===== config.mk =====
export PLATFORM = sky130hd
export DESIGN_NAME = pcg_clock_gate
export DESIGN_NICKNAME = d
export VERILOG_FILES = /design/src/pcg_pkg.sv /design/src/pcg_clock_gate.sv
export SDC_FILE = /design/constraint.sdc
export NUM_CORES = 1
export LEC_CHECK = 0
export BUFFER_PORTS_ARGS = -buffer_cell sky130_fd_sc_hd__clkbuf_2
export CORE_MARGIN = 1.5
export CORE_UTILIZATION = 45
export CTS_CLUSTER_SIZE = 28
export DETAILED_ROUTE_END_ITERATION = 7
export PLACE_DENSITY = 0.77
export SYNTH_ARGS = -nofsm -noshare
export SYNTH_HDL_FRONTEND = slang
export SYNTH_SLANG_ARGS = --single-unit
export TNS_END_PERCENT = 1

===== constraint.sdc =====
create_clock -name clk -period 3.2 [get_ports clk]
set_input_delay 0.96 -clock clk [delete_from_list [all_inputs] [get_ports clk]]
set_output_delay 0.96 -clock clk [all_outputs]
set_load 0.02 [all_outputs]

===== src/pcg_pkg.sv =====
// constants, register map and types for the peripheral clock gating block
// assumes a 32-bit word register port with 12-bit byte addresses
package pcg_pkg;

   // register byte offsets
   localparam logic [11:0] OFF_RUN_CLOCK_CONFIG   = 12'h060;
   localparam logic [11:0] OFF_RUN_PERIPH_GATE    = 12'h104;
   localparam logic [11:0] OFF_RUN_PORT_GATE      = 12'h108;
   localparam logic [11:0] OFF_SLEEP_PERIPH_GATE  = 12'h114;
   localparam logic [11:0] OFF_SLEEP_PORT_GATE    = 12'h118;
   localparam logic [11:0] OFF_DEEP_PERIPH_GATE   = 12'h124;
   localparam logic [11:0] OFF_DEEP_PORT_GATE     = 12'h128;
   localparam logic [11:0] OFF_IRQ_STATUS         = 12'h130;
   localparam logic [11:0] OFF_IRQ_ENABLE         = 12'h134;
   localparam logic [11:0] OFF_IRQ_CLEAR          = 12'h138;

   // writable bits of each gating register
   localparam logic [31:0] PORT_MASK   = 32'h0000_001F;
   localparam logic [31:0] PERIPH_MASK = 32'h0107_1013;
   localparam int          PORT_W      = 5;

   // field positions
   localparam int BIT_AUTO_GATE       = 27;
   localparam int BIT_PORT_A          = 0;
   localparam int BIT_COMPARATOR0     = 24;
   localparam int BIT_GP_COUNTER0     = 16;
   localparam int BIT_TWOWIRE0        = 12;
   localparam int BIT_SYNC_SERIAL0    = 4;
   localparam int BIT_ASYNC_SERIAL0   = 0;
   localparam int IRQ_FAULT           = 0;
   localparam int IRQ_PWR_CHANGE      = 1;
   localparam int IRQ_W               = 2;

   // reset values
   localparam logic [31:0] GATE_RESET = 32'h0000_0000;
   localparam logic [IRQ_W-1:0] IRQ_RESET = 2'h0;

   typedef enum logic [1:0] {
      PWR_RUN,
      PWR_SLEEP,
      PWR_DEEP
   } pcg_pwr_t;

   typedef struct packed {
      logic [31:0]      runPort;
      logic [31:0]      sleepPort;
      logic [31:0]      deepPort;
      logic [31:0]      runPeriph;
      logic [31:0]      sleepPeriph;
      logic [31:0]      deepPeriph;
      logic             autoGate;
      pcg_pwr_t         pwr;
      logic [31:0]      portEn;
      logic [31:0]      periphEn;
      logic [IRQ_W-1:0] irqStat;
      logic [IRQ_W-1:0] irqEn;
      logic [31:0]      rdData;
   } pcg_state_t;

endpackage : pcg_pkg


===== src/pcg_clock_gate.sv =====
// peripheral clock gating control: gating registers, power state select,
// clock enables for the gating cells and bus fault answer for gated units
// assumes sleep requests and unit accesses come from logic on clk
`timescale 1ns/1ps

module pcg_clock_gate
   import pcg_pkg::*;
(
   // clock and reset
   input  wire logic              clk,
   input  wire logic              sys_rst,
   // register port
   input  wire logic [11:0]       regAddr,
   input  wire logic [31:0]       regWrData,
   input  wire logic              regWr,
   input  wire logic              regRd,
   output logic      [31:0]       regRdData,
   // power state requests
   input  wire logic              sleepReq,
   input  wire logic              deepSleepReq,
   // clock enables to the gating cells
   output logic      [PORT_W-1:0] portClkEn,
   output logic      [31:0]       periphClkEn,
   // unit access check
   input  wire logic              accValid,
   input  wire logic              accPort,
   input  wire logic [4:0]        accBit,
   output logic                   accFault,
   // interrupt
   output logic                   irq
);

   pcg_state_t sQ;
   pcg_state_t sD;

   // pick the enable set that applies in a power state
   function automatic logic [31:0] pcgSelect(
      input pcg_pwr_t    pwr,
      input logic        autoGate,
      input logic [31:0] runSet,
      input logic [31:0] sleepSet,
      input logic [31:0] deepSet,
      input logic [31:0] mask
   );
      logic [31:0] sel;
      sel = runSet;
      if (autoGate) begin
         unique case (pwr)
            PWR_SLEEP: sel = sleepSet;
            PWR_DEEP:  sel = deepSet;
            default:   sel = runSet;
         endcase
      end
      return sel & mask;
   endfunction : pcgSelect

   // fault decode of an access against the current enables
   logic unitOn;
   always_comb begin
      unitOn = accPort ? ((accBit < 5'(PORT_W)) && sQ.portEn[accBit]) : sQ.periphEn[accBit];
   end
   assign accFault = accValid && !unitOn;

   // outputs straight from state flops
   assign portClkEn   = sQ.portEn[PORT_W-1:0];
   assign periphClkEn = sQ.periphEn;
   assign regRdData   = sQ.rdData;
   // level interrupt while any enabled sticky bit stands
   assign irq         = |(sQ.irqStat & sQ.irqEn);

   // next state
   always_comb begin
      logic [IRQ_W-1:0] evt;
      sD  = sQ;
      evt = '0;
      // register writes; masks keep reserved bits at zero
      if (regWr) begin
         unique case (regAddr)
            OFF_RUN_PORT_GATE:     sD.runPort     = regWrData & PORT_MASK;
            OFF_SLEEP_PORT_GATE:   sD.sleepPort   = regWrData & PORT_MASK;
            OFF_DEEP_PORT_GATE:    sD.deepPort    = regWrData & PORT_MASK;
            OFF_RUN_PERIPH_GATE:   sD.runPeriph   = regWrData & PERIPH_MASK;
            OFF_SLEEP_PERIPH_GATE: sD.sleepPeriph = regWrData & PERIPH_MASK;
            OFF_DEEP_PERIPH_GATE:  sD.deepPeriph  = regWrData & PERIPH_MASK;
            OFF_RUN_CLOCK_CONFIG:  sD.autoGate    = regWrData[BIT_AUTO_GATE];
            OFF_IRQ_ENABLE:        sD.irqEn       = regWrData[IRQ_W-1:0];
            OFF_IRQ_CLEAR:         sD.irqStat     = sQ.irqStat & ~regWrData[IRQ_W-1:0];
            default: ;                                   // unmapped writes ignored
         endcase
      end
      // read data stands for one cycle only
      sD.rdData = '0;
      if (regRd) begin
         unique case (regAddr)
            OFF_RUN_PORT_GATE:     sD.rdData = sQ.runPort;
            OFF_SLEEP_PORT_GATE:   sD.rdData = sQ.sleepPort;
            OFF_DEEP_PORT_GATE:    sD.rdData = sQ.deepPort;
            OFF_RUN_PERIPH_GATE:   sD.rdData = sQ.runPeriph;
            OFF_SLEEP_PERIPH_GATE: sD.rdData = sQ.sleepPeriph;
            OFF_DEEP_PERIPH_GATE:  sD.rdData = sQ.deepPeriph;
            OFF_RUN_CLOCK_CONFIG:  sD.rdData[BIT_AUTO_GATE] = sQ.autoGate;
            OFF_IRQ_STATUS:        sD.rdData[IRQ_W-1:0] = sQ.irqStat;
            OFF_IRQ_ENABLE:        sD.rdData[IRQ_W-1:0] = sQ.irqEn;
            default:               sD.rdData = '0;       // clear reg and holes read zero
         endcase
      end
      // power state; deep sleep wins over sleep
      if (deepSleepReq) begin
         sD.pwr = PWR_DEEP;
      end else if (sleepReq) begin
         sD.pwr = PWR_SLEEP;
      end else begin
         sD.pwr = PWR_RUN;
      end
      // enables lag the registers by one cycle, glitch-free at the cells
      sD.portEn   = pcgSelect(sQ.pwr, sQ.autoGate, sQ.runPort, sQ.sleepPort,
                              sQ.deepPort, PORT_MASK);
      sD.periphEn = pcgSelect(sQ.pwr, sQ.autoGate, sQ.runPeriph, sQ.sleepPeriph,
                              sQ.deepPeriph, PERIPH_MASK);
      // sticky events; a set in the clear cycle wins
      evt[IRQ_FAULT]      = accFault;
      evt[IRQ_PWR_CHANGE] = (sD.pwr != sQ.pwr);
      sD.irqStat = sD.irqStat | evt;
   end

   // state register
   always_ff @(posedge clk or posedge sys_rst) begin
      if (sys_rst) begin
         sQ             <= '0;
         sQ.runPort     <= GATE_RESET;
         sQ.sleepPort   <= GATE_RESET;
         sQ.deepPort    <= GATE_RESET;
         sQ.runPeriph   <= GATE_RESET;
         sQ.sleepPeriph <= GATE_RESET;
         sQ.deepPeriph  <= GATE_RESET;
         sQ.portEn      <= GATE_RESET;
         sQ.periphEn    <= GATE_RESET;
         sQ.pwr         <= PWR_RUN;
         sQ.irqStat     <= IRQ_RESET;
         sQ.irqEn       <= IRQ_RESET;
      end else begin
         sQ <= sD;
      end
   end

   // checks on the enables and the bus answers
   property p_reset_off;
      @(posedge clk) $fell(sys_rst) |-> (portClkEn == '0) && (periphClkEn == '0);
   endproperty
   a_reset_off: assert property (p_reset_off) else $error("enable set after reset");

   // gating registers and state are all clear once reset lets go
   property p_reset_regs;
      @(posedge clk) $fell(sys_rst) |-> (sQ.runPort == '0) && (sQ.sleepPort == '0)
         && (sQ.deepPort == '0) && (sQ.runPeriph == '0) && (sQ.sleepPeriph == '0)
         && (sQ.deepPeriph == '0) && (sQ.pwr == PWR_RUN);
   endproperty
   a_reset_regs: assert property (p_reset_regs) else $error("gate register set after reset");

   // delayed copy of the write data, so checks can compare two edges later
   logic [31:0] regWrData_q1;
   logic [31:0] regWrData_q2;
   always_ff @(posedge clk or posedge sys_rst) begin
      if (sys_rst) begin
         regWrData_q1 <= 32'h0000_0000;
         regWrData_q2 <= 32'h0000_0000;
      end else begin
         regWrData_q1 <= regWrData;
         regWrData_q2 <= regWrData_q1;
      end
   end

   property p_run_on;
      @(posedge clk) disable iff (sys_rst)
      (regWr && regAddr == OFF_RUN_PORT_GATE && !sQ.autoGate) ##1 (!regWr && !sQ.autoGate)
      |-> ##1 (portClkEn == regWrData_q2[PORT_W-1:0]);
   endproperty
   a_run_on: assert property (p_run_on) else $error("run set not applied");

   property p_port_on;
      @(posedge clk) disable iff (sys_rst)
      (!sQ.autoGate && sQ.runPort[BIT_PORT_A]) |=> portClkEn[BIT_PORT_A];
   endproperty
   a_port_on: assert property (p_port_on) else $error("enabled port not clocked");

   // without automatic gating the run set drives the ports in every state
   property p_auto_off_port;
      @(posedge clk) disable iff (sys_rst)
      !sQ.autoGate |=> (portClkEn == $past(sQ.runPort[PORT_W-1:0]));
   endproperty
   a_auto_off_port: assert property (p_auto_off_port) else $error("run set not used");

   property p_run_state;
      @(posedge clk) disable iff (sys_rst)
      (sQ.pwr == PWR_RUN) |=> (periphClkEn == $past(sQ.runPeriph));
   endproperty
   a_run_state: assert property (p_run_state) else $error("run state set not used");

   property p_sleep_set;
      @(posedge clk) disable iff (sys_rst)
      (sQ.autoGate && sQ.pwr == PWR_SLEEP) |=> (portClkEn == $past(sQ.sleepPort[PORT_W-1:0]));
   endproperty
   a_sleep_set: assert property (p_sleep_set) else $error("sleep set not used");

   // deep sleep request beats a sleep request in the same cycle
   property p_deep_wins;
      @(posedge clk) disable iff (sys_rst)
      deepSleepReq |=> (sQ.pwr == PWR_DEEP);
   endproperty
   a_deep_wins: assert property (p_deep_wins) else $error("deep sleep not entered");

   property p_off_stays_off;
      @(posedge clk) disable iff (sys_rst)
      (!sQ.autoGate && !sQ.runPort[BIT_PORT_A]) |=> !portClkEn[BIT_PORT_A];
   endproperty
   a_off_stays_off: assert property (p_off_stays_off) else $error("gated port clocked");

   property p_fault;
      @(posedge clk) disable iff (sys_rst)
      (accValid && accPort && accBit < 5'(PORT_W) && !portClkEn[accBit[2:0]])
      |-> accFault ##1 sQ.irqStat[IRQ_FAULT];
   endproperty
   a_fault: assert property (p_fault) else $error("gated access not faulted");

   property p_no_fault;
      @(posedge clk) disable iff (sys_rst)
      (accValid && !accPort && periphClkEn[accBit]) |-> !accFault;
   endproperty
   a_no_fault: assert property (p_no_fault) else $error("fault on clocked unit");

   property p_fault_periph;
      @(posedge clk) disable iff (sys_rst)
      (accValid && !accPort && !periphClkEn[accBit]) |-> accFault;
   endproperty
   a_fault_periph: assert property (p_fault_periph) else $error("gated unit not faulted");

   // port indices past port E never name a clocked unit
   property p_port_high;
      @(posedge clk) disable iff (sys_rst)
      (accValid && accPort && accBit >= 5'(PORT_W)) |-> accFault;
   endproperty
   a_port_high: assert property (p_port_high) else $error("missing port not faulted");

   property p_reserved_zero;
      @(posedge clk) disable iff (sys_rst)
      (regRd && (regAddr == OFF_RUN_PORT_GATE || regAddr == OFF_SLEEP_PORT_GATE))
      |=> (regRdData[31:PORT_W] == '0);
   endproperty
   a_reserved_zero: assert property (p_reserved_zero) else $error("reserved bits set");

   property p_deep_port_zero;
      @(posedge clk) disable iff (sys_rst)
      (regRd && regAddr == OFF_DEEP_PORT_GATE) |=> (regRdData[31:PORT_W] == '0);
   endproperty
   a_deep_port_zero: assert property (p_deep_port_zero) else $error("deep reserved set");

   property p_periph_zero;
      @(posedge clk) disable iff (sys_rst)
      (regRd && (regAddr == OFF_RUN_PERIPH_GATE || regAddr == OFF_SLEEP_PERIPH_GATE))
      |=> ((regRdData & ~PERIPH_MASK) == '0);
   endproperty
   a_periph_zero: assert property (p_periph_zero) else $error("periph reserved set");

   // masking happens on the way in, not only on read
   property p_mask_write;
      @(posedge clk) disable iff (sys_rst)
      (regWr && regAddr == OFF_RUN_PORT_GATE) |=> (sQ.runPort[31:PORT_W] == '0);
   endproperty
   a_mask_write: assert property (p_mask_write) else $error("reserved bits stored");

   // read data must not linger past its one cycle
   property p_rd_idle;
      @(posedge clk) disable iff (sys_rst)
      !regRd |=> (regRdData == '0);
   endproperty
   a_rd_idle: assert property (p_rd_idle) else $error("stale read data");

   property p_periph_map;
      @(posedge clk) disable iff (sys_rst) (periphClkEn & ~PERIPH_MASK) == '0;
   endproperty
   a_periph_map: assert property (p_periph_map) else $error("unmapped unit enabled");

   property p_sleep_ignored;
      @(posedge clk) disable iff (sys_rst)
      (!sQ.autoGate && sQ.pwr == PWR_SLEEP) |=> (periphClkEn == $past(sQ.runPeriph));
   endproperty
   a_sleep_ignored: assert property (p_sleep_ignored) else $error("sleep set used");

   property p_deep_set;
      @(posedge clk) disable iff (sys_rst)
      (sQ.autoGate && sQ.pwr == PWR_DEEP) |=> (portClkEn == $past(sQ.deepPort[PORT_W-1:0]));
   endproperty
   a_deep_set: assert property (p_deep_set) else $error("deep set not used");

   property p_deep_read;
      @(posedge clk) disable iff (sys_rst)
      (regWr && regAddr == OFF_DEEP_PERIPH_GATE) ##1 (regRd && regAddr == OFF_DEEP_PERIPH_GATE)
      |=> (regRdData == (regWrData_q2 & PERIPH_MASK));
   endproperty
   a_deep_read: assert property (p_deep_read) else $error("deep periph readback");

   property p_irq_level;
      @(posedge clk) disable iff (sys_rst)
      (sQ.irqStat[IRQ_FAULT] && sQ.irqEn[IRQ_FAULT]) |-> irq;
   endproperty
   a_irq_level: assert property (p_irq_level) else $error("interrupt not raised");

   property p_pwr_event;
      @(posedge clk) disable iff (sys_rst)
      (deepSleepReq && sQ.pwr != PWR_DEEP) |=> sQ.irqStat[IRQ_PWR_CHANGE];
   endproperty
   a_pwr_event: assert property (p_pwr_event) else $error("power change not noted");

   // a clear with no new fault in that cycle leaves the bit low
   property p_irq_clear;
      @(posedge clk) disable iff (sys_rst)
      (regWr && regAddr == OFF_IRQ_CLEAR && regWrData[IRQ_FAULT] && !accFault)
      |=> !sQ.irqStat[IRQ_FAULT];
   endproperty
   a_irq_clear: assert property (p_irq_clear) else $error("fault bit not cleared");

   // main scenarios
   c_fault:     cover property (@(posedge clk) disable iff (sys_rst) accFault);
   c_sleep_use: cover property (@(posedge clk) disable iff (sys_rst)
                                sQ.autoGate && sQ.pwr == PWR_SLEEP && |portClkEn);
   c_irq:       cover property (@(posedge clk) disable iff (sys_rst) irq);
   c_deep_use:  cover property (@(posedge clk) disable iff (sys_rst)
                                sQ.autoGate && sQ.pwr == PWR_DEEP && |periphClkEn);
   c_clear:     cover property (@(posedge clk) disable iff (sys_rst)
                                regWr && regAddr == OFF_IRQ_CLEAR && |sQ.irqStat);

endmodule : pcg_clock_gate


# After elaboration in Yosys (flattened, before gate mapping)

Cells that the tools add are included.

Register bits after elaboration: 91
Bits in latches: 0
RAM bits: 0
Memory bits (read-only): 0
Word-level logic and storage cells: 62
Memories kept: 0

Add/sub/neg operators: 0
$mul: 0
Divide/modulo/power cells: 0
$lt $le $gt $ge: 2
Eq/ne operators: 13
Shift-type cells: 0
Muxes and demuxes: 18
Bitwise operators: 4
Reductions and logical operators: 12

Operators with widths:

| kind                                               | count |
|---|---|
| case mux 23 bit (6 select lines)                   | 1 |
| == test 12 x 9 -> 1 bit, second input constant     | 9 |
| case mux 25 bit (2 select lines)                   | 1 |
| 2-to-1 mux 28 bit                                  | 1 |
| 2-to-1 mux 25 bit                                  | 1 |
| case mux 2 bit (8 select lines)                    | 1 |
| AND reduction 2 bit                                | 8 |
| == test 12 x 7 -> 1 bit, second input constant     | 1 |
| binary-select mux 1 bit (select 5 bit)             | 2 |
| case mux 5 bit (2 select lines)                    | 1 |
| < comparator 5 x 6 -> 1 bit, second input constant | 1 |
| 2-to-1 mux 2 bit                                   | 3 |
| < comparator 5 x 3 -> 1 bit, second input constant | 1 |
| 2-to-1 mux 1 bit                                   | 5 |
| 2-to-1 mux 5 bit                                   | 1 |
| AND 2 bit                                          | 2 |
| 2-to-1 mux 4 bit                                   | 1 |
| == test 2 x 1 -> 1 bit, second input constant      | 1 |
| == test 2 bit, second input constant               | 1 |
| logical AND 1 bit                                  | 2 |
| != test 2 bit                                      | 1 |
| inverter 2 bit                                     | 1 |
| bitwise OR 2 bit                                   | 1 |
| OR reduction 2 bit                                 | 1 |
| logical NOT 1 bit                                  | 1 |

# Depth between registers and ports, before layout

Gate-level depths: netlist of the first run.

Depth after elaboration: 7
Mapped depth: 6
Mapped depth without buffers: 5

# Worst setup path before layout of the first run

No wires, ideal clock.

Kind: in2out
From: input port accBit[1]
To: output port accFault
Data arrival time: 2148 ps
Setup slack: 92 ps
Cell stages on the path: 4
Path buffers: 0
Path through: mux2_2 -> o311a_1 -> o21a_1 -> nor3_1

Longest elaborated chain between the ends: 6
Elaborated cells on any way between the ends: 9

RTL lines:

| item                                   | RTL line             | RTL |
|---|---|---|
| from (decl)                            | pcg_clock_gate.sv:27 | `input wire logic [4:0] accBit,` |
| binary-select mux 1 bit (select 5 bit) | pcg_clock_gate.sv:60 | `unitOn = accPort ? ((accBit < 5'(PORT_W)) && sQ.portEn[accBit]) : sQ.periphEn[accBit];` |
| 2-to-1 mux 1 bit (implied by the code) | pcg_clock_gate.sv:60 |  |
| logical AND 1 bit                      | pcg_clock_gate.sv:60 |  |
| 2-to-1 mux 1 bit *                     | pcg_clock_gate.sv:60 |  |
| logical NOT 1 bit *                    | pcg_clock_gate.sv:62 | `assign accFault = accValid && !unitOn;` |
| logical AND 1 bit *                    | pcg_clock_gate.sv:62 |  |
| to (decl)                              | pcg_clock_gate.sv:28 | `output logic accFault,` |

Mark *: on every way between the ends. The rest lies on a longest branch, timed or not. The select of a mux whose other input is x is not followed.

# Worst setup path after layout of the first run

Same ends and word-level chain as after synthesis.

==> results_dict.tcl, run 1 <==
set metrics [dict create \
    area_delta_synth_final_pct 7.22 \
    root_buffer "clkbuf_8" \
    avgViaCountPerCell 5.26 \
    synth_area_leaders "dfrtp_1 44%, mux2_2 14%, buf_4 13%" \
    finalSetupTns_ns 0 \
    antenna_cells 0 \
    drcViolationCount 0 \
    rr_worst_depth 4 \
    holdBufCountCts 0 \
    path_clk_slew_ns 0.07 \
    synth_seq_cells 70 \
    holdPathEnd "portClkEn[0]" \
    fp-row-count 34 \
    avgSynthCellArea_um2 11.0 \
    worst_slew_pin_slew_ns 0.851 \
    ys.flop_type "dfrtp_1" \
    num_vias 2708 \
    cp_data_required_time_ns 2.24 \
    antenna_found_initial 0 \
    p_leak_nw 2.09 \
    final_max_slew_viol_count 0 \
    async_flop_share 1.00 \
    portBuffers 61 \
    start_util 0.459 \
    htreeDepth 3 \
    hold_violations 0 \
    r2r_slack_ns 1.26 \
    power_mw 1.79 \
    grt_pass1_vias 2657 \
    synth_top_cell_by_area "dfrtp_1" \
    stdcell_count 515 \
    rsz0062_at_grt "no" \
    hold_path.class "flop to flop" \
    holdPathStages 2 \
    cp-start-kind "input port" \
    drive_gt1_frac 0.359 \
    whs_ns 0.525 \
    die_area_um2 9390 \
    outcome "finished clean" \
    die_h_um 96.9 \
    post-place-ws_ns 0.0261 \
    routed_wl_um 8310 \
    endpoint_kind "output port" \
    drtIter0Drc 144 \
    crit_path_cell_trace "clkbuf_2 > mux2_2 > o311a_1 > o21a_1 > nor3_2 > buf_4" \
    maxCapViolations 0 \
    numCtsBuffers 9 \
    synthCells 361 \
    synth_top_area_share 0.442 \
    grt_max_degree 32 \
    ir_drop_mv 0.247 \
    postLayoutSetupSlackWorst_ns 0.145 \
    placedCellCount 499 \
    place_congestion 0.904 \
    synth-warning-count 0 \
    min_period_over_period 0.955 \
    slowest_delay_ns 0.33 \
    overflow 0 \
    slowest_stage "mux2_2" \
    reg2reg_from "sQ[100]" \
    wl_per_cell_um 16.1 \
    clk-insertion-delay-late_ns 0.35 \
    postCtsSetupBuffers 0 \
    yosysSeqAreaShare 0.442 \
    worstPathArrival_ns 2.10 \
    coreArea_um2 8640 \
    power_per_cell_area_nw_per_um2 422 \
    n_fill_cell 791 \
    finalClockSkew_ns 0.00677 \
    cp_max_fo 2 \
    slew_headroom 0.433 \
    synth_area_um2 3970 \
    ant_nets 0 \
    die_w_um 96.9 \
    setup_viol 0 \
    final_util 0.493 \
    cts_tree "built" \
    hpwlAfterDp_um 6110 \
    grt_pass1_wl_um 13500 \
    num_io_pins 128 \
    fin_area_um2 4250 \
    fmax_ghz 0.327 \
    placed_area_um2 4050 \
    ys_types 49 \
    r2r-end "periphClkEn[16]" \
    nets 461 \
    clockBufferDepth 2 \
    cts_num_sinks 70 \
    crit_type "input port to output port" \
    track_usage 0.184 \
    hold_path_startpoint "sQ[263]" \
    cts-resized-gates 0 \
    fin_crit_ns 3.06 \
    synth_edf_count 0 \
    drt_pre_antenna_iters 5 \
]
## flip-flops by register name (all words and copies together), names as in the netlist
register / count
portClkEn: 5
regRdData: 11
periphClkEn: 8
sQ: 46
## worst max-delay path, delay by kind of cell
kind | cells | cell delay, ns
multiplexers | 1 | 0.33
buffers and inverters | 2 | 0.27
AND/OR/NAND/NOR | 1 | 0.12
AO/OA/AOI/OAI | 2 | 0.41
## power breakdown
group / total (mW) / internal, mW / leakage (nW) / switching, mW
Combinational: 0.174 / 0.0438 / 1.02 / 0.131
Sequential: 0.892 / 0.889 / 0.964 / 0.00364
Clock: 0.727 / 0.402 / 0.0996 / 0.325
## cells in the final DEF, fill, tap and decap left out, drive strengths merged, types with 2 or more instances in the layout
cell type and n:
nand2 16, nor4bb 2, ha 2, conb 45
mux2i 8, nand2b 5, nor4b 2, buf 7
nor3b 4, nor3 3, o21ai 18, mux2 51
inv 6, and3 2, nor4 2, nand3b 2
a22oi 16, dfrtp 70, a21oi 13, nand3 3
nand4 9, nor2 28, clkbuf 73
## how the worst max path moves through the flow
stage	start	to	depth (start not counted)
after floorplan	accBit[1]	accFault	4
after global placement	accBit[1]	accFault	6
after detailed placement	accBit[1]	accFault	6
after CTS	accBit[1]	accFault	6
after global routing	accBit[1]	accFault	7
final	accBit[1]	accFault	6
## synth_stat cells, types with 2 or more instances
library cell,number
dfrtp_1,70
buf_4,69
mux2_2,49
nor2_1,24
o21ai_0,18
a22oi_1,16
nand2_1,16
a21oi_1,13
mux2i_1,8
clkbuf_1,7
inv_1,6
nand2b_1,5
nand4_1,5
nand4_4,4
nor2_4,4
nor3b_1,4
nand3_1,3
nor3_1,3
buf_1,2
ha_1,2
mux2_1,2
nand3b_1,2
nor4b_4,2
nor4bb_1,2
## logic make-up after synthesis
kind of cell | share of synthesized area
buf+inv | 0.150
mux | 0.165
compound gates | 0.0943
flops | 0.442
fa+ha+maj | 0.00631
other cells | 0.000945
xor+xnor | 0.00221
simple gates | 0.140
## final cells by class
cell class | count | area [µm²] | area share
flip-flops and latches | 70 | 1750 | 0.412
multi-input cells | 248 | 1790 | 0.421
clock inverters | 3 | 42.5 | 0.0100
clock buffers | 13 | 159 | 0.0374
inverters | 6 | 22.5 | 0.00529
repair buffers | 67 | 353 | 0.0829
well taps | 108 | 135 | 0.0318
## metal layers
layer / global-route usage / wire length [µm] / vias to the layer above
li1: - / - / 1246
met1: 0.234 / 3360 / 1308
met2: 0.303 / 4040 / 138
met3: 0.0376 / 723 / 16
met4: 0.0836 / 186 / 0
met5: 0 / 0 / -
Power figures use the tool's default switching activity.
==> inputs of run 2 (changes only) <==
--- a/config.mk
+++ b/config.mk
@@ -8,6 +8,7 @@
 export BUFFER_PORTS_ARGS = -buffer_cell sky130_fd_sc_hd__clkbuf_2
 export CORE_MARGIN = 1.5
 export CORE_UTILIZATION = 45
+export CTS_BUF_LIST = sky130_fd_sc_hd__clkbuf_16
 export CTS_CLUSTER_SIZE = 28
 export DETAILED_ROUTE_END_ITERATION = 7
 export PLACE_DENSITY = 0.77
==> results_dict.tcl, run 2 (same netlist as run 1, synthesis figures left out) <==
set metrics [dict create \
    antenna_found_initial 0 \
    drive_gt1_frac 0.354 \
    largest_reg_flops 46 \
    drt_pre_antenna_iters 4 \
    num_io_pins 128 \
    hold_violations 0 \
    ir_drop_mv 0.300 \
    cts_num_sinks 70 \
    layout_commonest_cell "dfrtp_1" \
    maxCapViolations 0 \
    min_period_over_period 0.955 \
    pwr-share-clk 0.469 \
    crit_type "input port to output port" \
    holdPathStages 1 \
    start_util 0.459 \
    worst_slew_pin_slew_ns 0.844 \
    path_clk_slew_ns 0.05 \
    stdcell_count 515 \
    cp_data_required_time_ns 2.24 \
    worstPathArrival_ns 2.10 \
    die_w_um 96.9 \
    placedCellCount 499 \
    grt_max_degree 32 \
    clockBufferDepth 2 \
    drtIter0Drc 130 \
    fmax_ghz 0.327 \
    top_register "sQ" \
    drcViolationCount 0 \
    cp-start-kind "input port" \
    post-place-ws_ns 0.0261 \
    overflow 0 \
    avgViaCountPerCell 5.33 \
    cp_max_fo 6 \
    numCtsBuffers 9 \
    finalSetupTns_ns 0 \
    portBuffers 61 \
    fin_crit_ns 3.06 \
    nets 461 \
    wl_per_cell_um 16.3 \
    track_usage 0.189 \
    ant_nets 0 \
    num_vias 2744 \
    area_delta_synth_final_pct 9.27 \
    root_buffer "clkbuf_16" \
    pwr-share-comb 0.087 \
    p_seq_frac 0.444 \
    final_max_slew_viol_count 0 \
    routed_wl_um 8420 \
    grt_pass1_vias 2683 \
    switching_share 0.243 \
    coreArea_um2 8640 \
    endpoint_kind "output port" \
    hold_path.class "flop to flop" \
    setup_viol 0 \
    fp-row-count 34 \
    die_h_um 96.9 \
    rsz0062_at_grt "no" \
    place_congestion 0.904 \
    r2r_slack_ns 1.27 \
    grt_pass1_wl_um 13700 \
    rr_worst_depth 4 \
    p_leak_nw 2.13 \
    p_switching_mw 0.488 \
    slew_headroom 0.437 \
    whs_ns 0.517 \
    antenna_cells 0 \
    mostFrequentLayoutCells "70 x dfrtp_1, 60 x clkbuf_2, 49 x mux2_2, 45 x conb_1, 24 x nor2_1" \
    htreeDepth 3 \
    power_mw 2.01 \
    cts_tree "built" \
    internal_power_mw 1.52 \
    clk-insertion-delay-late_ns 0.33 \
    postLayoutSetupSlackWorst_ns 0.144 \
    hpwlAfterDp_um 6110 \
    postCtsSetupBuffers 0 \
    die_area_um2 9390 \
    power_per_cell_area_nw_per_um2 464 \
    outcome "finished clean" \
    finalClockSkew_ns 0.00498 \
]
[run 2: cell types whose count changed in the layout (fill, tap and decap cells not counted)]
cell       delta
inv_1         +2
clkbuf_1      -2
clkbuf_8     -11
clkbuf_16     +9
clkinv_1      +2
[run 2: cell type report]
type	instances	area [µm²]
inverters	6	22.5
fillers	772	4300
repair buffers	67	353
clock buffers	9	225
well taps	108	135
flip-flops and latches	70	1750
multi-input cells	248	1790
clock inverters	7	57.6
[run 2: timing repair]
item / CTS / global route
gates resized for setup: 0 / 3
endpoints found under the hold margin: 0 / 0
endpoints found under the setup margin: 0 / 1
hold buffers: 0 / 0
[run 2: power by group through the flow]
stage               Sequential (mW)  Combinational [mW]  Clock, mW
floorplan                     0.908               0.158          0
global placement              0.909               0.169          0
detailed placement            0.909               0.173          0
CTS                           0.894               0.174      0.957
global route                  0.894               0.189       1.00
finish                        0.894               0.175      0.943
[run 2: worst max-delay path: stages]
cell      delay (ns)
clkbuf_2        0.11
buf_4           0.14
mux2_2          0.33
nand2_1         0.07
a31oi_1         0.11
nor3_2          0.20
buf_4           0.16
[run 2: path summary, 6_finish.rpt]
path / start / end
worst max-delay path: accBit[1] / accFault
worst min-delay path: sQ[107] / sQ[107]
worst max register to register: sQ[100] / periphClkEn[18]
worst min register to register: sQ[107] / sQ[107]
max in group asynchronous: sys_rst / sQ[233]
min in group asynchronous: sys_rst / sQ[264]
[run 2: metrics by stage]
stage | utilization | area, µm²
2_1_floorplan | - | 4130
3_5_place_dp | 0.468 | 4050
5_1_grt | 0.502 | 4340
4_1_cts | 0.501 | 4330
3_3_place_gp | 0.468 | 4050
6_report | 0.502 | 4340
[run 2: metal layers]
layer	global-route usage	part of all wire	up-vias
met3	0.0484	0.087	19
met5	0	0	-
met4	0.0892	0.025	0
li1	-	-	1247
met1	0.229	0.39	1348
met2	0.314	0.50	130
